### config.mk
export PLATFORM = sky130hd
export DESIGN_NAME = one_line_mode_port_config
export DESIGN_NICKNAME = d
export VERILOG_FILES = /design/src/include/olm_port_pkg.sv /design/src/rtl/one_line_mode_port_config.sv /design/src/rtl/port_clock_gen.sv
export VERILOG_INCLUDE_DIRS = /design/src /design/src/include
export SDC_FILE = /design/constraint.sdc
export NUM_CORES = 1
export LEC_CHECK = 0
export BUFFER_PORTS_ARGS = -buffer_cell sky130_fd_sc_hd__buf_2
export CORE_MARGIN = 4
export CORE_UTILIZATION = 40
export CTS_BUF_LIST = sky130_fd_sc_hd__clkbuf_4 sky130_fd_sc_hd__clkbuf_8
export DETAILED_ROUTE_END_ITERATION = 7
export PLACE_DENSITY = 0.61
export SETUP_SLACK_MARGIN = 0.5
export SLEW_MARGIN = 25
export SYNTH_ARGS = -nofsm -noshare
export SYNTH_HDL_FRONTEND = slang
export SYNTH_SLANG_ARGS = --single-unit
### constraint.sdc
create_clock -name mclk_i -period 10.4 [get_ports mclk_i]
set_clock_uncertainty 0.1 [all_clocks]
set_input_delay 0 -clock mclk_i [delete_from_list [all_inputs] [get_ports mclk_i]]
set_output_delay 0 -clock mclk_i [all_outputs]
set_load 0.1 [all_outputs]
### src/include/olm_port_defines.svh
`ifndef OLM_PORT_DEFINES_SVH
`define OLM_PORT_DEFINES_SVH

// Register offsets
`define REG_FUNC_MODE        8'h03
`define REG_IFACE_FORMAT     8'h04
`define REG_MISC_CTRL        8'h05
`define REG_PORT_STATUS      8'h06

// Reset values
`define FUNC_MODE_RESET      8'h00
`define IFACE_FORMAT_RESET   8'h00
`define MISC_CTRL_RESET      8'h00

// functional_mode_control fields (2 bits each)
`define CONV_RATE_LSB        6
`define HOST_RATE_LSB        4
`define ADC_SEL_LSB          2

// interface_format_control fields (2 bits each)
`define SERIAL_FMT_LSB       6
`define DAC_OL_LSB           2
`define ADC_OL_LSB           0

// miscellaneous_control bits
`define CONV_MASTER_BIT      7
`define HOST_MASTER_BIT      6
`define EXT_ADC_CLK_BIT      5

// Port status fields
`define STAT_VALID_BIT       7
`define STAT_CONV_RATIO_LSB  4
`define STAT_HOST_RATIO_LSB  2
`define STAT_SPEED_LSB       0

// Timing: master clock cycles per frame in single speed
`define FRAME_CYC_SS         512
// Sample width on the serial lines
`define SAMPLE_BITS          24

`endif

### src/include/olm_port_pkg.sv
package olm_port_pkg;

    typedef enum logic [1:0] {SPEED_SINGLE, SPEED_DOUBLE, SPEED_QUAD, SPEED_NONE} speed_t;
    typedef enum logic [1:0] {RATIO_64, RATIO_128, RATIO_256, RATIO_OFF} ratio_t;
    typedef enum logic [1:0] {SRC_NONE, SRC_ADC, SRC_DAI} src_t;

endpackage

### src/rtl/one_line_mode_port_config.sv
// Notes on behaviour
// Config one: 8 DAC, 6 ADC, 2 receiver channels
// Only config one gives 24-bit at 48 kHz
// Both rate fields equal; frame clocks identical
// Select 00: ADC on converter, receiver on host
// Software uses only valid config-one combinations
// Config one: device masters both ports
// Config one: external ADC clocked by host port
// No one-line: both bit clocks 64 Fs, any speed
// Config one mode 1: converter 128, host 64
// Config one ADC mode 2: converter 256, single
// Config two: no receiver data, 20-bit at 96 kHz
// Select 10: ADC data on host port only
// Config two: DAC one-line field only 00/01
// Config two: both masters, external ADC on converter
// Config two ADC mode 1: host 128, converter 64; with DAC mode 1 the code gives converter 128
// Config two DAC mode 1: converter 128, single
// Config two ADC mode 2: host 256, single only
// Speed classes: single, double, quad frame rates
// External ADC lines: left-justified 24-bit, 64/128 Fs
// Host processor is slave on both ports
//
// Strobed register access was left to the implementer.
`timescale 1ns/100ps
`default_nettype none
`include "olm_port_defines.svh"

module one_line_mode_port_config
    import olm_port_pkg::*;
#(
    parameter int SAMPLE_W = `SAMPLE_BITS,
    parameter int FRAME_SS = `FRAME_CYC_SS
) (
    input  wire logic                mclk_i,
    input  wire logic                reset_n_i,
    input  wire logic [7:0]          reg_addr_i,
    input  wire logic [7:0]          reg_wdata_i,
    input  wire logic                reg_write_i,
    input  wire logic                reg_read_i,
    output logic      [7:0]          reg_rdata_o,
    input  wire logic [SAMPLE_W-1:0] adc_left_i,
    input  wire logic [SAMPLE_W-1:0] adc_right_i,
    input  wire logic [SAMPLE_W-1:0] dai_left_i,
    input  wire logic [SAMPLE_W-1:0] dai_right_i,
    input  wire logic                external_adc_input_a_i,
    input  wire logic                external_adc_input_b_i,
    output logic                     converter_port_bit_clock_o,
    output logic                     converter_port_frame_clock_o,
    output logic                     host_port_bit_clock_o,
    output logic                     host_port_frame_clock_o,
    output logic                     converter_port_serial_out_o,
    output logic                     host_port_serial_out_o,
    output logic      [SAMPLE_W-1:0] ext_adc_a_o,
    output logic      [SAMPLE_W-1:0] ext_adc_b_o,
    output logic                     config_valid_o
);

    logic [7:0]  functional_mode_control;
    logic [7:0]  interface_format_control;
    logic [7:0]  miscellaneous_control;
    logic [1:0]  converter_port_rate_field;
    logic [1:0]  host_port_rate_field;
    logic [1:0]  adc_port_select_field;
    logic [1:0]  adc_one_line_field;
    logic [1:0]  dac_one_line_field;
    logic        converter_port_master_bit;
    logic        host_port_master_bit;
    logic        external_adc_clock_select;
    speed_t      speed;
    ratio_t      conv_ratio;
    ratio_t      host_ratio;
    src_t        conv_src;
    src_t        host_src;
    logic [2:0]  speed_mask;
    logic        cfg_ok;
    logic        cfg_write;
    logic        run;
    logic [7:0]  conv_half;
    logic [7:0]  host_half;
    logic [11:0] frame_cyc;
    logic [1:0]  port_fall;
    logic [1:0]  port_fedge;
    logic [1:0]  port_fclk;
    logic [1:0]  port_sout;
    src_t        port_src [2];
    logic [1:0]  ext_meta;
    logic [1:0]  ext_sync;
    logic [4:0]  cap_cnt;
    logic [SAMPLE_W-1:0] ext_shift [2];
    logic [SAMPLE_W-1:0] ext_word  [2];

    assign converter_port_rate_field = functional_mode_control[`CONV_RATE_LSB +: 2];
    assign host_port_rate_field      = functional_mode_control[`HOST_RATE_LSB +: 2];
    assign adc_port_select_field     = functional_mode_control[`ADC_SEL_LSB +: 2];
    assign adc_one_line_field        = interface_format_control[`ADC_OL_LSB +: 2];
    assign dac_one_line_field        = interface_format_control[`DAC_OL_LSB +: 2];
    assign converter_port_master_bit = miscellaneous_control[`CONV_MASTER_BIT];
    assign host_port_master_bit      = miscellaneous_control[`HOST_MASTER_BIT];
    assign external_adc_clock_select = miscellaneous_control[`EXT_ADC_CLK_BIT];
    assign speed     = speed_t'(converter_port_rate_field);
    assign cfg_write = reg_write_i && (reg_addr_i == `REG_FUNC_MODE ||
                       reg_addr_i == `REG_IFACE_FORMAT || reg_addr_i == `REG_MISC_CTRL);

    // Register writes
    always_ff @(posedge mclk_i)
    begin
        if (!reset_n_i)
        begin
            functional_mode_control  <= `FUNC_MODE_RESET;
            interface_format_control <= `IFACE_FORMAT_RESET;
            miscellaneous_control    <= `MISC_CTRL_RESET;
        end
        else if (reg_write_i)
        begin
            case (reg_addr_i)
                `REG_FUNC_MODE:    functional_mode_control  <= reg_wdata_i;
                `REG_IFACE_FORMAT: interface_format_control <= reg_wdata_i;
                `REG_MISC_CTRL:    miscellaneous_control    <= reg_wdata_i;
                default:           ;
            endcase
        end
    end

    // Register reads, data in the following cycle only
    always_ff @(posedge mclk_i)
    begin
        if (!reset_n_i || !reg_read_i)
            reg_rdata_o <= 8'h00;
        else
        begin
            case (reg_addr_i)
                `REG_FUNC_MODE:    reg_rdata_o <= functional_mode_control;
                `REG_IFACE_FORMAT: reg_rdata_o <= interface_format_control;
                `REG_MISC_CTRL:    reg_rdata_o <= miscellaneous_control;
                `REG_PORT_STATUS:  reg_rdata_o <= {run, 1'b0, conv_ratio, host_ratio, speed};
                default:           reg_rdata_o <= 8'h00;
            endcase
        end
    end

    // Clocking matrix: ratios, allowed speeds and data routing per setup
    always_comb
    begin
        conv_ratio = RATIO_64;
        host_ratio = RATIO_64;
        speed_mask = 3'b000;
        conv_src   = SRC_NONE;
        host_src   = SRC_NONE;
        case (adc_port_select_field)
            2'b00:
            begin
                conv_src = SRC_ADC;
                host_src = SRC_DAI;
                case ({adc_one_line_field, dac_one_line_field})
                    4'b0000: speed_mask = 3'b111;
                    4'b0001, 4'b0100, 4'b0101:
                    begin
                        conv_ratio = RATIO_128;
                        speed_mask = 3'b011;
                    end
                    4'b1000, 4'b1010:
                    begin
                        conv_ratio = RATIO_256;
                        speed_mask = 3'b001;
                    end
                    default: speed_mask = 3'b000;
                endcase
            end
            2'b10:
            begin
                host_src = SRC_ADC;
                case ({adc_one_line_field, dac_one_line_field})
                    4'b0000: speed_mask = 3'b111;
                    4'b0100:
                    begin
                        host_ratio = RATIO_128;
                        speed_mask = 3'b011;
                    end
                    4'b0001:
                    begin
                        conv_ratio = RATIO_128;
                        speed_mask = 3'b001;
                    end
                    4'b0101:
                    begin
                        conv_ratio = RATIO_128;
                        host_ratio = RATIO_128;
                        speed_mask = 3'b001;
                    end
                    4'b1000:
                    begin
                        host_ratio = RATIO_256;
                        speed_mask = 3'b001;
                    end
                    default: speed_mask = 3'b000;
                endcase
            end
            default: speed_mask = 3'b000;
        endcase
        cfg_ok = (speed != SPEED_NONE) && speed_mask[speed]
              && (converter_port_rate_field == host_port_rate_field)
              && converter_port_master_bit && host_port_master_bit
              && (external_adc_clock_select == adc_port_select_field[1]);
    end

    // A configuration write restarts both ports so framing never glitches
    always_ff @(posedge mclk_i)
    begin
        if (!reset_n_i)
        begin
            run            <= 1'b0;
            config_valid_o <= 1'b0;
            conv_half      <= 8'h01;
            host_half      <= 8'h01;
        end
        else
        begin
            run            <= cfg_ok && !cfg_write;
            config_valid_o <= cfg_ok;
            conv_half      <= 8'(frame_cyc >> (7 + conv_ratio));
            host_half      <= 8'(frame_cyc >> (7 + host_ratio));
        end
    end

    assign frame_cyc = 12'(FRAME_SS >> speed);

    port_clock_gen #(.HALF_W(8), .BIT_W(9)) u_conv_clk (
        .mclk_i          (mclk_i),
        .reset_n_i       (reset_n_i),
        .run_i           (run),
        .half_i          (conv_half),
        .bits_per_half_i (9'(32 << conv_ratio)),
        .bit_clock_o     (converter_port_bit_clock_o),
        .frame_clock_o   (converter_port_frame_clock_o),
        .fall_o          (port_fall[0]),
        .frame_edge_o    (port_fedge[0])
    );

    port_clock_gen #(.HALF_W(8), .BIT_W(9)) u_host_clk (
        .mclk_i          (mclk_i),
        .reset_n_i       (reset_n_i),
        .run_i           (run),
        .half_i          (host_half),
        .bits_per_half_i (9'(32 << host_ratio)),
        .bit_clock_o     (host_port_bit_clock_o),
        .frame_clock_o   (host_port_frame_clock_o),
        .fall_o          (port_fall[1]),
        .frame_edge_o    (port_fedge[1])
    );

    assign port_fclk   = {host_port_frame_clock_o, converter_port_frame_clock_o};
    assign port_src[0] = conv_src;
    assign port_src[1] = host_src;

    // Left-justified serialisers, MSB first, new word at each frame edge
    genvar gi;
    generate
        for (gi = 0; gi < 2; gi++)
        begin : g_ser
            logic [SAMPLE_W-1:0] sreg;
            logic [SAMPLE_W-1:0] word;
            always_comb
            begin
                case (port_src[gi])
                    SRC_ADC: word = port_fclk[gi] ? adc_left_i : adc_right_i;
                    SRC_DAI: word = port_fclk[gi] ? dai_left_i : dai_right_i;
                    default: word = '0;
                endcase
            end
            always_ff @(posedge mclk_i)
            begin
                if (!reset_n_i || !run)
                begin
                    sreg          <= '0;
                    port_sout[gi] <= 1'b0;
                end
                else if (port_fedge[gi])
                begin
                    sreg          <= {word[SAMPLE_W-2:0], 1'b0};
                    port_sout[gi] <= word[SAMPLE_W-1];
                end
                else if (port_fall[gi])
                begin
                    sreg          <= {sreg[SAMPLE_W-2:0], 1'b0};
                    port_sout[gi] <= sreg[SAMPLE_W-1];
                end
            end
        end
    endgenerate

    assign converter_port_serial_out_o = port_sout[0];
    assign host_port_serial_out_o      = port_sout[1];

    // External ADC lines: two-flop synchronisers
    always_ff @(posedge mclk_i)
    begin
        if (!reset_n_i)
        begin
            ext_meta <= 2'b00;
            ext_sync <= 2'b00;
        end
        else
        begin
            ext_meta <= {external_adc_input_b_i, external_adc_input_a_i};
            ext_sync <= ext_meta;
        end
    end

    // Bit count since the selected port's frame edge; quad speed not captured
    always_ff @(posedge mclk_i)
    begin
        if (!reset_n_i || !run || speed == SPEED_QUAD)
            cap_cnt <= 5'h00;
        else if (port_fedge[~external_adc_clock_select])
            cap_cnt <= 5'h00;
        else if (port_fall[~external_adc_clock_select] && cap_cnt < 5'(SAMPLE_W))
            cap_cnt <= cap_cnt + 5'h01;
    end

    // Sampling on the falling pulse sees the pin as it stood at the rising edge
    generate
        for (gi = 0; gi < 2; gi++)
        begin : g_ext
            always_ff @(posedge mclk_i)
            begin
                if (!reset_n_i)
                begin
                    ext_shift[gi] <= '0;
                    ext_word[gi]  <= '0;
                end
                else if (run && speed != SPEED_QUAD && !port_fedge[~external_adc_clock_select]
                         && port_fall[~external_adc_clock_select]
                         && cap_cnt < 5'(SAMPLE_W))
                begin
                    ext_shift[gi] <= {ext_shift[gi][SAMPLE_W-2:0], ext_sync[gi]};
                    if (cap_cnt == 5'(SAMPLE_W - 1))
                        ext_word[gi] <= {ext_shift[gi][SAMPLE_W-2:0], ext_sync[gi]};
                end
            end
        end
    endgenerate

    assign ext_adc_a_o = ext_word[0];
    assign ext_adc_b_o = ext_word[1];

    AST_RATE_MATCH: assert property (@(posedge mclk_i) disable iff (!reset_n_i)
        run |-> $past(converter_port_rate_field) == $past(host_port_rate_field))
        else $error("ports running with unequal rate fields");
    AST_SEL00_ROUTE: assert property (@(posedge mclk_i) disable iff (!reset_n_i)
        (run && adc_port_select_field == 2'b00 && port_fedge[0] && converter_port_frame_clock_o)
        |=> converter_port_serial_out_o == $past(adc_left_i[SAMPLE_W-1]))
        else $error("select 00 routing wrong");
    AST_SEL10_QUIET: assert property (@(posedge mclk_i) disable iff (!reset_n_i)
        (adc_port_select_field == 2'b10 && !cfg_write)[*3] |-> !converter_port_serial_out_o)
        else $error("converter output active with select 10");
    AST_MASTERS: assert property (@(posedge mclk_i) disable iff (!reset_n_i)
        $rose(converter_port_bit_clock_o) |-> $past(converter_port_master_bit, 2)
        && $past(host_port_master_bit, 2))
        else $error("port clock driven without master bits");
    AST_EXT_CLK: assert property (@(posedge mclk_i) disable iff (!reset_n_i)
        cfg_ok |-> external_adc_clock_select == (adc_port_select_field == 2'b10))
        else $error("external ADC clock source wrong");
    AST_PLAIN_64: assert property (@(posedge mclk_i) disable iff (!reset_n_i)
        (cfg_ok && adc_one_line_field == 2'b00 && dac_one_line_field == 2'b00)
        |=> conv_half == host_half)
        else $error("plain mode ratios differ");
    AST_CFG1_256: assert property (@(posedge mclk_i) disable iff (!reset_n_i)
        (cfg_ok && adc_port_select_field == 2'b00 && adc_one_line_field == 2'b10)
        |-> speed == SPEED_SINGLE
            ##1 (conv_half == 8'(FRAME_SS >> 9) && host_half == 8'(FRAME_SS >> 7)))
        else $error("config one mode 2 clocking wrong");
    AST_CFG2_DAC2: assert property (@(posedge mclk_i) disable iff (!reset_n_i)
        (adc_port_select_field == 2'b10 && dac_one_line_field == 2'b10) |-> !cfg_ok)
        else $error("config two accepted DAC mode 2");
    AST_IDLE_CLK: assert property (@(posedge mclk_i) disable iff (!reset_n_i)
        !run |=> !converter_port_bit_clock_o && !host_port_bit_clock_o)
        else $error("bit clock running while idle");

endmodule // one_line_mode_port_config

`default_nettype wire

### src/rtl/port_clock_gen.sv
`timescale 1ns/100ps
`default_nettype none

module port_clock_gen #(
    parameter int HALF_W = 8,
    parameter int BIT_W  = 9
) (
    input  wire logic              mclk_i,
    input  wire logic              reset_n_i,
    input  wire logic              run_i,
    input  wire logic [HALF_W-1:0] half_i,
    input  wire logic [BIT_W-1:0]  bits_per_half_i,
    output logic                   bit_clock_o,
    output logic                   frame_clock_o,
    output logic                   fall_o,
    output logic                   frame_edge_o
);

    logic [HALF_W-1:0] half_cnt;
    logic [BIT_W-1:0]  bit_cnt;

    // Frame clock changes on the bit clock's falling edge, as a master must
    always_ff @(posedge mclk_i)
    begin
        if (!reset_n_i || !run_i)
        begin
            half_cnt      <= '0;
            bit_cnt       <= '0;
            bit_clock_o   <= 1'b0;
            frame_clock_o <= 1'b0;
            fall_o        <= 1'b0;
            frame_edge_o  <= 1'b0;
        end
        else
        begin
            fall_o       <= 1'b0;
            frame_edge_o <= 1'b0;
            if (half_cnt == half_i - HALF_W'(1))
            begin
                half_cnt    <= '0;
                bit_clock_o <= ~bit_clock_o;
                if (bit_clock_o)
                begin
                    fall_o <= 1'b1;
                    if (bit_cnt == bits_per_half_i - BIT_W'(1))
                    begin
                        bit_cnt       <= '0;
                        frame_clock_o <= ~frame_clock_o;
                        frame_edge_o  <= 1'b1;
                    end
                    else
                    begin
                        bit_cnt <= bit_cnt + BIT_W'(1);
                    end
                end
            end
            else
            begin
                half_cnt <= half_cnt + HALF_W'(1);
            end
        end
    end

endmodule // port_clock_gen

`default_nettype wire

==> metrics.txt, run 1 <==
# TYPE chip_impl_metric gauge
chip_impl_metric{name="fin_crit_sh",unit="%"} 27.3
chip_impl_metric{name="dieArea",unit="sq mm"} 0.0297
chip_impl_metric{name="clkSinkCount",unit=""} 233
chip_impl_info{name="setup_repair_after_global_routing_missed_its_margin",value="no"} 1
chip_impl_info{name="worstSetupPathType",value="primary input to flip-flop"} 1
chip_impl_metric{name="power_per_cell_area",unit="mW/mm^2"} 145
chip_impl_metric{name="design.core.area",unit="sq mm"} 0.0263
chip_impl_metric{name="dp_hpwl",unit="mm"} 16.5
chip_impl_metric{name="placement.io_buffers",unit=""} 180
chip_impl_metric{name="detail_route.drc_violations",unit=""} 0
chip_impl_metric{name="synth_compound_gate_area_share",unit="%"} 9.09
chip_impl_metric{name="drive_above_1_share",unit="%"} 23.3
chip_impl_metric{name="synth_warnings",unit=""} 0
chip_impl_metric{name="cts_max_level",unit=""} 2
chip_impl_info{name="critical_path.endpoint_type",value="flip-flop"} 1
chip_impl_metric{name="dr.pass1.iters",unit=""} 5
chip_impl_metric{name="std_cell_rows",unit=""} 59
chip_impl_metric{name="final.hold.worst_slack",unit="ns"} 0.0779
chip_impl_metric{name="start_util",unit="%"} 41.1
chip_impl_metric{name="synth_seq_cells",unit=""} 233
chip_impl_metric{name="multiplexer_share_of_the_synthesized_area",unit="%"} 12.2
chip_impl_info{name="worstPathCellList",value="dlygate4sd3_1 -> buf_2 -> or4_4 -> nor2_2 -> nand4_2 -> mux2i_1 -> dlygate4sd3_1 -> nor2b_1 -> dlygate4sd3_1"} 1
chip_impl_metric{name="power.static_leakage",unit="nW"} 5.65
chip_impl_metric{name="distinct_cells_synth",unit=""} 66
chip_impl_metric{name="detailroute.via_count",unit=""} 8480
chip_impl_metric{name="route.detailed.vias_per_inst",unit=""} 5.15
chip_impl_metric{name="finalMaxSlewViolations",unit=""} 0
chip_impl_metric{name="nets",unit=""} 1409
chip_impl_metric{name="grt_pass1_vias",unit=""} 8388
chip_impl_metric{name="totalWireLength",unit="mm"} 26.2
chip_impl_metric{name="mean_syn_cell_area",unit="sq um"} 10.9
chip_impl_metric{name="min_period",unit="ns"} 2.84
chip_impl_info{name="timing.critical_path.max_delay_family",value="buffers and inverters"} 1
chip_impl_metric{name="number_of_antenna_violations_at_the_first_check_in_global_routing",unit=""} 0
chip_impl_metric{name="finalSetupViolations",unit=""} 0
chip_impl_metric{name="worstPathRequired",unit="ns"} 10.71
chip_impl_metric{name="worst-slew-pin-transition",unit="ns"} 0.936
chip_impl_metric{name="flop_to_flop_setup_slack",unit="ns"} 7.79
chip_impl_info{name="min_delay_path_class",value="primary input to flip-flop"} 1
chip_impl_info{name="run_status",value="finished, final reports clean"} 1
chip_impl_metric{name="total_global_route_track_usage",unit="%"} 17.1
chip_impl_info{name="crit_path_frequent_cell",value="sky130_fd_sc_hd__dlygate4sd3_1"} 1
chip_impl_metric{name="slowest_delay",unit="ns"} 0.58
chip_impl_info{name="combinational_family_with_the_most_area_after_synthesis",value="simple AND/OR/NAND/NOR gates"} 1
chip_impl_metric{name="clock_tree.buffer_depth",unit=""} 3
chip_impl_metric{name="synth-edff-count",unit=""} 94
chip_impl_metric{name="cp.buffers_inverters",unit=""} 4
chip_impl_info{name="critical_path.slowest_cell",value="sky130_fd_sc_hd__dlygate4sd3_1"} 1
chip_impl_metric{name="num_io_pins",unit=""} 181
chip_impl_info{name="clock-root-buffer",value="sky130_fd_sc_hd__clkbuf_8"} 1
chip_impl_metric{name="final.setup.tns",unit="ns"} 0
chip_impl_metric{name="mappedNetlistArea",unit="sq mm"} 0.0108
chip_impl_metric{name="synth-adder-area-share",unit="%"} 1.04
chip_impl_metric{name="synth_seq_area_share",unit="%"} 51.9
chip_impl_metric{name="die_w",unit="microns"} 172
chip_impl_metric{name="synth_nets",unit=""} 1115
chip_impl_metric{name="grt_start_max_net_pins",unit=""} 49
chip_impl_metric{name="initialDrtViolationCount",unit=""} 465
chip_impl_metric{name="cts_resized",unit=""} 0
chip_impl_metric{name="final.fill_count",unit=""} 2313
chip_impl_metric{name="finalCoreUtilization",unit="%"} 53.6
chip_impl_metric{name="maxCapViolCount",unit=""} 0
chip_impl_info{name="ys.flop_type",value="sky130_fd_sc_hd__dfxtp_1"} 1
chip_impl_metric{name="gr-total-overflow",unit=""} 0
chip_impl_metric{name="clkSlewWorstSetupHoldPaths",unit="ns"} 0.06
chip_impl_metric{name="cts_buffers",unit=""} 41
chip_impl_metric{name="asyncSetResetFlopFracSynth",unit="%"} 0
chip_impl_metric{name="finalHoldViolations",unit=""} 0
chip_impl_info{name="critPathLaunchType",value="primary input"} 1
chip_impl_metric{name="vdd_drop_max",unit="V"} 0.0000674
chip_impl_metric{name="antenna_violating_nets_post_route",unit=""} 0
chip_impl_metric{name="die_height",unit="microns"} 172
chip_impl_metric{name="antenna_cells",unit=""} 0
chip_impl_metric{name="simple_gate_fraction_of_synth_area",unit="%"} 20.5
chip_impl_metric{name="cp_max_fo",unit=""} 8
chip_impl_metric{name="grt_pass1_wl",unit="mm"} 42.0
chip_impl_metric{name="layout-area-overhead-vs-synth",unit="%"} 30.4
chip_impl_metric{name="place_congestion",unit=""} 0.778
chip_impl_metric{name="maximum_operating_frequency",unit="MHz"} 353
chip_impl_metric{name="slew_headroom",unit="%"} 37.6
chip_impl_metric{name="syn-instance-count",unit=""} 988
chip_impl_metric{name="worst_ep_arrival_time",unit="ns"} 3.15
chip_impl_metric{name="wl_per_cell",unit="microns"} 15.9
chip_impl_info{name="cts_tree",value="yes"} 1
chip_impl_metric{name="synth-xor-area-share",unit="%"} 2.35
chip_impl_metric{name="clock_latency",unit="ns"} 0.54
-- cells by family (layout without fill, tap and decap cells) --
group	Yosys count	after routing
adder cells (fa/ha/maj)	9	9
XOR/XNOR	29	29
buffers and inverters	78	402
AO/OA/AOI/OAI	143	143
flip-flops	233	233
multiplexers	100	100
AND/OR/NAND/NOR	396	396
-- path summary, 6_finish.rpt --
kind,start,to,cells after the start
setup / recovery,reg_addr_i[7],miscellaneous_control[7]$_SDFFE_PN0P_,9
setup reg to reg,u_host_clk.frame_clock_o$_SDFFE_PP0P_,g_ser[1].sreg[13]$_SDFFE_PP0P_,4
hold reg to reg,ext_meta[1]$_SDFF_PN0_,ext_sync[1]$_SDFF_PN0_,1
hold / removal,reg_addr_i[4],reg_rdata_o[5]$_SDFF_PP0_,5
-- per-stage QoR --
| step | cells | worst slack (ns) | instance area, sq um | total power [W] |
|---|---|---|---|---|
| final | 1647 | 7.56 | 14100 | 0.00205 |
| after global routing | 1647 | 7.44 | 14100 | 0.00213 |
| after CTS | 1647 | 7.65 | 14100 | 0.00208 |
| after detailed placement | 1450 | 7.86 | 12000 | 0.00114 |
| after global placement | 1450 | 7.92 | 12000 | 0.00114 |
| after floorplan | 988 | 5.42 | 10800 | 0.00110 |
-- layout make-up --
type	count	area (sq um)	share of cell area, %
Tap cell	335	419	2.98
Clock inverter	11	115	0.818
Inverter	13	48.8	0.347
Timing Repair Buffer	316	2230	15.9
Clock buffer	62	753	5.35
Sequential cell	233	5610	39.8
Multi-Input combinational cell	677	4900	34.8
-- routing by layer --
metal	wire length, microns	track usage [%]
met5	0	0
met4	587	5.67
met3	1180	3.06
met2	12400	28.1
met1	12000	23.0
-- Yosys cell counts, drive strengths merged (3+ instances only) --
| cell | count | area share [%] |
|---|---|---|
| o311a | 24 | 2.2 |
| nor3 | 16 | 0.83 |
| o211ai | 3 | 0.21 |
| mux2i | 76 | 7.2 |
| nor2 | 91 | 3.2 |
| ha | 9 | 1.0 |
| nor4 | 4 | 0.37 |
| a21oi | 44 | 2.1 |
| nor2b | 55 | 3.2 |
| o31ai | 5 | 0.35 |
| o21ai | 17 | 0.79 |
| o22ai | 23 | 1.3 |
| clkbuf | 44 | 1.5 |
| mux4 | 24 | 5.0 |
| a31oi | 3 | 0.17 |
| xnor2 | 14 | 1.1 |
| nand3 | 29 | 1.4 |
| nand2b | 6 | 0.35 |
| or3 | 8 | 0.51 |
| buf | 21 | 0.93 |
| a22oi | 6 | 0.42 |
| nor3b | 7 | 0.64 |
| nand4 | 13 | 0.95 |
| edfxtp | 94 | 26 |
| dfxtp | 139 | 26 |
| inv | 13 | 0.45 |
| a22o | 4 | 0.32 |
| xor2 | 15 | 1.2 |
| nor4bb | 3 | 0.28 |
| and3 | 13 | 0.75 |
| nand2 | 38 | 1.3 |
| and2 | 103 | 6.0 |
-- timing repair --
item / CTS / global route
endpoints found under the hold margin: 87 / 0
hold buffers: 124 / 0
setup buffers: 0 / 0
-- registers in the layout, indices dropped and copies added, names as in the netlist, 5 cells and up --
register and count:
u_conv_clk.bit_cnt 9, functional_mode_control 8, ext_shift 46, interface_format_control 8, reg_rdata_o 8, cap_cnt 5, ext_word 48, u_conv_clk.half_cnt 8
u_host_clk.half_cnt 8, miscellaneous_control 8, g_ser.sreg 46, u_host_clk.bit_cnt 9
-- tightest hold or removal path, delay by kind of cell --
family	cells	cell delay, ns
AOI/OAI and AO/OA	1	0.08
buffers and inverters	1	0.08
and+or+nand+nor	3	0.51
-- where the power goes --
part / internal (W) / switching (W) / total [W]
Combinational: 0.0000663 / 0.000114 / 0.000181
Sequential: 0.000969 / 0.00000759 / 0.000977
Clock: 0.000514 / 0.000375 / 0.000889
-- cells in the final DEF (no fill, tap or decap), types with 43 or more instances in the layout --
cell                            instances
sky130_fd_sc_hd__buf_2                180
sky130_fd_sc_hd__dfxtp_1              138
sky130_fd_sc_hd__dlygate4sd3_1        124
sky130_fd_sc_hd__and2_1               103
sky130_fd_sc_hd__edfxtp_1              94
sky130_fd_sc_hd__nor2_1                88
sky130_fd_sc_hd__mux2i_1               75
sky130_fd_sc_hd__nor2b_1               55
sky130_fd_sc_hd__clkbuf_8              46
sky130_fd_sc_hd__a21oi_1               43
No activity file was read; power rests on OpenSTA's default activity.
==> inputs of run 2 (changes only) <==
Clock period 10.4 ns to 2.8 ns, I/O delays scaled along.
==> run 2 against run 1 <==
Effect of this change: global-route usage up 1.5 points; sequential power rose to 3.7 times the previous value; wire length grew 7.6%; setup slack lost 7.0 ns; die area stayed put; core utilization is 1.5 points higher; clock power rose to 3.6 times the previous value; highest routed layer unchanged.
==> metrics.txt, run 2 (synthesized netlist as in run 1, its figures left out) <==
# TYPE chip_impl_metric gauge
chip_impl_info{name="critPathLaunchType",value="flip-flop"} 1
chip_impl_info{name="worstPathCellList",value="inv_1 -> ha_2 -> ha_4 -> xor2_2 -> nand3_2 -> or3_4 -> or3_1 -> a21oi_1"} 1
chip_impl_metric{name="initialDrtViolationCount",unit=""} 564
chip_impl_metric{name="clkSinkCount",unit=""} 233
chip_impl_metric{name="design_area",unit="sq mm"} 0.0145
chip_impl_metric{name="die_height",unit="microns"} 172
chip_impl_metric{name="placement.io_buffers",unit=""} 180
chip_impl_info{name="layout.cells.most_common",value="sky130_fd_sc_hd__buf_2"} 1
chip_impl_metric{name="nets",unit=""} 1440
chip_impl_metric{name="die_w",unit="microns"} 172
chip_impl_metric{name="power_per_cell_area",unit="mW/mm^2"} 521
chip_impl_metric{name="detailroute.via_count",unit=""} 8826
chip_impl_metric{name="route.detailed.vias_per_inst",unit=""} 5.25
chip_impl_metric{name="slowest_delay",unit="ns"} 0.45
chip_impl_metric{name="slew_headroom",unit="%"} 58.9
chip_impl_metric{name="grt_pass1_vias",unit=""} 8837
chip_impl_info{name="final_cell_mix",value="sky130_fd_sc_hd__buf_2 (180), sky130_fd_sc_hd__dlygate4sd3_1 (137), sky130_fd_sc_hd__dfxtp_1 (131)"} 1
chip_impl_metric{name="post_dp_cell_area",unit="sq mm"} 0.0121
chip_impl_info{name="cts_tree",value="yes"} 1
chip_impl_metric{name="cts_buffers",unit=""} 42
chip_impl_metric{name="worstPathRequired",unit="ns"} 3.16
chip_impl_metric{name="antenna_violating_nets_post_route",unit=""} 0
chip_impl_metric{name="maxCapViolCount",unit=""} 0
chip_impl_metric{name="finalSetupViolations",unit=""} 0
chip_impl_metric{name="power.static_leakage",unit="nW"} 5.78
chip_impl_info{name="largest-register",value="ext_word"} 1
chip_impl_metric{name="cts_max_level",unit=""} 2
chip_impl_metric{name="design.core.area",unit="sq mm"} 0.0263
chip_impl_metric{name="cp.buffers_inverters",unit=""} 1
chip_impl_info{name="layout_top_registers",value="ext_word: 48 flops, ext_shift: 46 flops, g_ser.sreg: 46 flops"} 1
chip_impl_info{name="run_status",value="finished, final reports clean"} 1
chip_impl_metric{name="worst_ep_arrival_time",unit="ns"} 2.60
chip_impl_metric{name="number_of_antenna_violations_at_the_first_check_in_global_routing",unit=""} 3
chip_impl_metric{name="clock_tree.buffer_depth",unit=""} 3
chip_impl_metric{name="grt_pass1_wl",unit="mm"} 45.1
chip_impl_metric{name="min_period",unit="ns"} 2.24
chip_impl_metric{name="drive_above_1_share",unit="%"} 25.6
chip_impl_metric{name="start_util",unit="%"} 41.1
chip_impl_info{name="critical_path.endpoint_type",value="flip-flop"} 1
chip_impl_metric{name="finalHoldViolations",unit=""} 0
chip_impl_metric{name="dp_hpwl",unit="mm"} 16.6
chip_impl_metric{name="total_global_route_track_usage",unit="%"} 18.6
chip_impl_metric{name="final.setup.tns",unit="ns"} 0
chip_impl_metric{name="worst-slew-pin-transition",unit="ns"} 0.615
chip_impl_metric{name="totalWireLength",unit="mm"} 28.1
chip_impl_info{name="worstSetupPathType",value="flip-flop to flip-flop"} 1
chip_impl_metric{name="std_cell_rows",unit=""} 59
chip_impl_metric{name="grt_start_max_net_pins",unit=""} 49
chip_impl_metric{name="fin_crit_sh",unit="%"} 79.9
chip_impl_info{name="setup_repair_after_global_routing_missed_its_margin",value="yes"} 1
chip_impl_info{name="clock-root-buffer",value="sky130_fd_sc_hd__clkbuf_8"} 1
chip_impl_metric{name="final.fill_count",unit=""} 2293
chip_impl_metric{name="dieArea",unit="sq mm"} 0.0297
chip_impl_metric{name="num_io_pins",unit=""} 181
chip_impl_info{name="critical_path.slowest_cell",value="sky130_fd_sc_hd__or3_4"} 1
chip_impl_metric{name="number_of_flip_flops_under_the_largest_register_name",unit=""} 48
chip_impl_metric{name="clock_latency",unit="ns"} 0.53
chip_impl_metric{name="maximum_operating_frequency",unit="MHz"} 447
chip_impl_metric{name="finalMaxSlewViolations",unit=""} 0
chip_impl_info{name="timing.critical_path.max_delay_family",value="simple AND/OR/NAND/NOR gates"} 1
chip_impl_metric{name="detail_route.drc_violations",unit=""} 0
chip_impl_metric{name="cp_max_fo",unit=""} 6
chip_impl_metric{name="clkSlewWorstSetupHoldPaths",unit="ns"} 0.06
chip_impl_metric{name="layout-area-overhead-vs-synth",unit="%"} 34.0
chip_impl_info{name="min_delay_path_class",value="primary input to flip-flop"} 1
chip_impl_metric{name="vdd_drop_max",unit="V"} 0.000374
chip_impl_metric{name="gr-total-overflow",unit=""} 0
chip_impl_metric{name="dr.pass1.iters",unit=""} 5
chip_impl_metric{name="place_congestion",unit=""} 0.787
chip_impl_metric{name="wl_per_cell",unit="microns"} 16.8
## run 2: final timing paths
path,startpoint,endpoint,slack (ns),cells past startpoint
worst min register to register,ext_meta[1]$_SDFF_PN0_,ext_sync[1]$_SDFF_PN0_,0.34,1
worst max-delay path,host_half[0]$_SDFF_PN1_,u_host_clk.frame_clock_o$_SDFFE_PP0P_,0.56,8
worst max register to register,host_half[0]$_SDFF_PN1_,u_host_clk.frame_clock_o$_SDFFE_PP0P_,0.56,8
worst min-delay path,reg_addr_i[4],reg_rdata_o[1]$_SDFF_PP0_,0.07,6
## run 2: final cells by class
type	instances	area, sq um	area share [%]
inverters	13	48.8	0.337
clock inverters	13	92.6	0.640
repair buffers	345	2530	17.5
multi-input cells	678	5000	34.6
well taps	335	419	2.90
flip-flops and latches	233	5620	38.8
diodes	3	7.51	0.0519
clock buffers	60	744	5.15
## run 2: where the power goes
group | internal, W | switching, W | leakage (nW)
combinational | 0.000272 | 0.000447 | 3.32
clock | 0.00180 | 0.00138 | 0.440
sequential | 0.00360 | 0.0000283 | 2.02
total | 0.00567 | 0.00186 | 5.78
## run 2: layer usage
| layer | wire, microns | up-vias | track usage, % | share of wire [%] |
|---|---|---|---|---|
| met5 | 0 | - | 0 | 0 |
| met4 | 981 | 0 | 7.42 | 3.5 |
| met3 | 1590 | 88 | 3.73 | 5.6 |
| met2 | 13500 | 314 | 30.3 | 48 |
| met1 | 12000 | 4189 | 24.4 | 43 |
| li1 | - | 4235 | - | - |
## run 2: what timing repair did
action                                 4_1_cts  5_1_grt
pin swaps                                    3       14
hold buffers                               137        0
setup buffers                                5        4
endpoints found under the hold margin       92        0
resized for setup                            3       25
cloned                                       0        1
setup endpoints to repair                   13      144
## run 2: metrics by stage
step / hold slack (ns) / worst slack, ns / cells / total power (W) / util (%)
6_report: 0.0687 / 0.563 / 1680 / 0.00753 / 55.1
5_1_grt: 0.0552 / 0.441 / 1680 / 0.00785 / 55.1
4_1_cts: 0.0374 / 0.509 / 1672 / 0.00762 / 54.5
3_5_place_dp: 0.144 / 0.259 / 1457 / 0.00425 / 45.9
3_3_place_gp: 0.149 / 0.358 / 1457 / 0.00425 / 45.9
2_1_floorplan: 0.00735 / 0.463 / 988 / 0.00407 / -
## run 2: worst min-delay path: stages
cell                      delay, ns
sky130_fd_sc_hd__buf_2         0.08
sky130_fd_sc_hd__or4_4         0.13
sky130_fd_sc_hd__nor3b_4       0.04
sky130_fd_sc_hd__buf_4         0.16
sky130_fd_sc_hd__a22oi_1       0.16
sky130_fd_sc_hd__a21oi_1       0.08
==> inputs of run 3 (changes only) <==
Settings changed: ABC_AREA from default to 1.
Clock period 2.8 ns to 2.22 ns, I/O delays scaled along.
==> run 3 against run 2 <==
Effect of this change: core utilization grew 8.7 points; setup slack lost 0.33 ns; critical endpoint is now ext_word[1][3]$_SDFFCE_PN0P_; hold slack lost 0.059 ns; maximum frequency grew 13%; final area grew 16%; largest power group unchanged; critical path type unchanged; wire length grew 30%; cell count grew 25%; global-route usage grew 3.7 points; synthesized cell count grew 36%; synthesized area is essentially flat.
==> metrics.txt, run 3 <==
# TYPE chip_impl_metric gauge
chip_impl_metric{name="synth_nets",unit=""} 1473
chip_impl_metric{name="totalWireLength",unit="mm"} 36.6
chip_impl_metric{name="dieArea",unit="sq mm"} 0.0297
chip_impl_metric{name="vdd_drop_max",unit="V"} 0.000451
chip_impl_metric{name="cp_max_fo",unit=""} 6
chip_impl_metric{name="gr-total-overflow",unit=""} 0
chip_impl_info{name="min_delay_path_class",value="primary input to flip-flop"} 1
chip_impl_metric{name="number_of_flip_flops_under_the_largest_register_name",unit=""} 48
chip_impl_metric{name="synth_warnings",unit=""} 0
chip_impl_info{name="post-synth-top-count-cell",value="sky130_fd_sc_hd__nand2_1"} 1
chip_impl_metric{name="number_of_antenna_violations_at_the_first_check_in_global_routing",unit=""} 0
chip_impl_metric{name="syn-instance-count",unit=""} 1346
chip_impl_metric{name="std_cell_rows",unit=""} 59
chip_impl_info{name="layout_top_registers",value="ext_word: 48 flops, ext_shift: 46 flops, g_ser.sreg: 46 flops"} 1
chip_impl_metric{name="maxCapViolCount",unit=""} 0
chip_impl_info{name="largest-register",value="ext_word"} 1
chip_impl_metric{name="num_io_pins",unit=""} 181
chip_impl_metric{name="count_of_non_filler_cells_in_the_finished_layout",unit=""} 2103
chip_impl_metric{name="power.static_leakage",unit="nW"} 6.91
chip_impl_metric{name="detail_route.drc_violations",unit=""} 0
chip_impl_metric{name="finalSetupViolations",unit=""} 0
chip_impl_metric{name="mean_syn_cell_area",unit="sq um"} 8.02
chip_impl_metric{name="synth-edff-count",unit=""} 94
chip_impl_metric{name="initialDrtViolationCount",unit=""} 961
chip_impl_metric{name="placedCellCount",unit=""} 1826
chip_impl_info{name="ys.flop_type",value="sky130_fd_sc_hd__dfxtp_1"} 1
chip_impl_metric{name="switching_share",unit="%"} 25.0
chip_impl_metric{name="maximum_operating_frequency",unit="MHz"} 504
chip_impl_metric{name="finalHoldViolations",unit=""} 0
chip_impl_metric{name="route.detailed.vias_per_inst",unit=""} 5.25
chip_impl_metric{name="combinationalPowerShare",unit="%"} 10.3
chip_impl_metric{name="antenna_violating_nets_post_route",unit=""} 0
chip_impl_metric{name="grt_pass1_vias",unit=""} 10514
chip_impl_metric{name="cts_buffers",unit=""} 41
chip_impl_info{name="setup_repair_after_global_routing_missed_its_margin",value="yes"} 1
chip_impl_metric{name="final.setup.tns",unit="ns"} 0
chip_impl_metric{name="slew_headroom",unit="%"} 61.2
chip_impl_info{name="clock-root-buffer",value="sky130_fd_sc_hd__clkbuf_8"} 1
chip_impl_info{name="critical_path.endpoint_type",value="flip-flop"} 1
chip_impl_metric{name="asyncSetResetFlopFracSynth",unit="%"} 0
chip_impl_info{name="critPathLaunchType",value="flip-flop"} 1
chip_impl_info{name="yosys-top-cells-area",value="sky130_fd_sc_hd__edfxtp_1 (26%), sky130_fd_sc_hd__dfxtp_1 (26%), sky130_fd_sc_hd__o21ai_0 (7.2%)"} 1
chip_impl_metric{name="drive_above_1_share",unit="%"} 33.4
chip_impl_metric{name="clock_latency",unit="ns"} 0.56
chip_impl_metric{name="p_seq_share",unit="%"} 45.9
chip_impl_info{name="netlist.top_cell.by_area",value="sky130_fd_sc_hd__edfxtp_1"} 1
chip_impl_metric{name="total_global_route_track_usage",unit="%"} 22.3
chip_impl_metric{name="clkSinkCount",unit=""} 233
chip_impl_metric{name="detailroute.via_count",unit=""} 11038
chip_impl_metric{name="worstPathRequired",unit="ns"} 2.38
chip_impl_metric{name="worst-slew-pin-transition",unit="ns"} 0.579
chip_impl_metric{name="distinct_cells_synth",unit=""} 44
chip_impl_metric{name="placement.io_buffers",unit=""} 180
chip_impl_info{name="worstSetupPathType",value="flip-flop to flip-flop"} 1
chip_impl_metric{name="synth_seq_cells",unit=""} 233
chip_impl_metric{name="synth_seq_area_share",unit="%"} 51.9
chip_impl_info{name="run_status",value="finished, final reports clean"} 1
chip_impl_metric{name="start_util",unit="%"} 41.1
chip_impl_metric{name="design.core.area",unit="sq mm"} 0.0263
chip_impl_metric{name="netlist.area_leader.share",unit="%"} 26.2
chip_impl_metric{name="grt_start_max_net_pins",unit=""} 45
chip_impl_metric{name="power.net_switching",unit="W"} 0.00247
chip_impl_metric{name="fin_crit_sh",unit="%"} 89.3
chip_impl_metric{name="p_clk_share",unit="%"} 43.8
chip_impl_metric{name="dp_hpwl",unit="mm"} 20.4
chip_impl_metric{name="power_per_cell_area",unit="mW/mm^2"} 589
chip_impl_metric{name="clkSlewWorstSetupHoldPaths",unit="ns"} 0.06
chip_impl_metric{name="finalMaxSlewViolations",unit=""} 0
chip_impl_metric{name="worst_ep_arrival_time",unit="ns"} 2.14
chip_impl_metric{name="nets",unit=""} 1861
chip_impl_metric{name="wl_per_cell",unit="microns"} 17.4
chip_impl_metric{name="die_height",unit="microns"} 172
chip_impl_info{name="cts_tree",value="yes"} 1
chip_impl_metric{name="mappedNetlistArea",unit="sq mm"} 0.0108
chip_impl_metric{name="min_period",unit="ns"} 1.98
chip_impl_metric{name="final.hold.worst_slack",unit="ns"} 0.00950
chip_impl_metric{name="cts_max_level",unit=""} 2
chip_impl_metric{name="layout-area-overhead-vs-synth",unit="%"} 55.3
chip_impl_info{name="synth.top_cells.by_count",value="sky130_fd_sc_hd__nand2_1 (192), sky130_fd_sc_hd__nor2_1 (191), sky130_fd_sc_hd__inv_1 (169)"} 1
chip_impl_metric{name="grt_pass1_wl",unit="mm"} 53.5
chip_impl_info{name="final_cell_mix",value="sky130_fd_sc_hd__buf_2 (178), sky130_fd_sc_hd__nand2_1 (172), sky130_fd_sc_hd__inv_1 (152)"} 1
chip_impl_metric{name="die_w",unit="microns"} 172
chip_impl_metric{name="clock_tree.buffer_depth",unit=""} 3
chip_impl_metric{name="place_congestion",unit=""} 0.949
chip_impl_info{name="layout.cells.most_common",value="sky130_fd_sc_hd__buf_2"} 1
chip_impl_metric{name="dr.pass1.iters",unit=""} 6
chip_impl_metric{name="internal_power",unit="W"} 0.00740
run 3: power by group through the flow:
stage / combinational, W / clock, W / sequential [W]
3_5_place_dp: 0.000647 / 0 / 0.00462
3_3_place_gp: 0.000644 / 0 / 0.00462
6_report: 0.00102 / 0.00433 / 0.00453
2_1_floorplan: 0.000157 / 0 / 0.00489
5_1_grt: 0.00106 / 0.00462 / 0.00453
4_1_cts: 0.000934 / 0.00437 / 0.00453
run 3: final timing paths:
check | start | endpoint | slack (ns) | depth (start not counted)
max | cap_cnt[0]$_SDFFE_PP0P_ | ext_word[1][3]$_SDFFCE_PN0P_ | 0.24 | 9
min | dai_right_i[0] | g_ser[1].sreg[1]$_SDFFE_PP0P_ | 0.009 | 5
max reg2reg | cap_cnt[0]$_SDFFE_PP0P_ | ext_word[1][3]$_SDFFCE_PN0P_ | 0.24 | 9
min reg2reg | ext_meta[1]$_SDFF_PN0_ | ext_sync[1]$_SDFF_PN0_ | 0.35 | 2
run 3: cell type report:
class                           instances  area [sq um]
Fill cell                            2145          9520
Sequential cell                       233          5640
Multi-Input combinational cell        879          5410
Timing Repair Buffer                  406          3700
Clock buffer                           67           822
Inverter                              173           686
Tap cell                              335           419
Clock inverter                          9          82.6
Antenna cell                            1          2.50
run 3: stage by stage:
stage	total power (W)	cell area [sq um]	utilization [%]	setup slack (ns)
after detailed placement	0.00527	12200	46.4	0.0870
after global placement	0.00527	12200	46.4	0.194
after floorplan	0.00505	10900	-	-0.0301
after CTS	0.00984	15500	59.1	0.279
after global routing	0.0102	16800	63.8	0.123
final	0.00987	16800	63.8	0.237
run 3: logic make-up after synthesis:
kind of cell | Yosys count | share of synthesized area, %
AO/OA/AOI/OAI | 332 | 16.5
XOR/XNOR | 19 | 1.54
adder cells (fa/ha/maj) | 9 | 1.04
buffers and inverters | 234 | 8.54
flip-flops | 233 | 51.9
AND/OR/NAND/NOR | 519 | 20.4
run 3: critical path: stages (launching register included):
cell and delay (ns):
sky130_fd_sc_hd__dfxtp_4 0.36, sky130_fd_sc_hd__ha_4 0.14, sky130_fd_sc_hd__inv_2 0.06, sky130_fd_sc_hd__nor4_4 0.30, sky130_fd_sc_hd__inv_2 0.10, sky130_fd_sc_hd__o21ai_4 0.18, sky130_fd_sc_hd__buf_6 0.12, sky130_fd_sc_hd__buf_6 0.10
sky130_fd_sc_hd__buf_6 0.11, sky130_fd_sc_hd__buf_16 0.11
run 3: repair_timing:
item | in CTS | in global routing
pin swaps | 28 | 27
resized for setup | 133 | 214
endpoints found under the setup margin | 255 | 290
cloned | 18 | 10
hold buffers | 113 | 0
hold endpoints to repair | 108 | 0
setup buffers | 37 | 22
run 3: routing by layer:
metal | routed length (microns) | GRT usage (%) | up-vias
li1 | - | - | 5291
met1 | 14700 | 29.0 | 5137
met2 | 18200 | 37.5 | 475
met3 | 2290 | 3.59 | 135
met4 | 1410 | 8.48 | 0
met5 | 0 | 0 | -
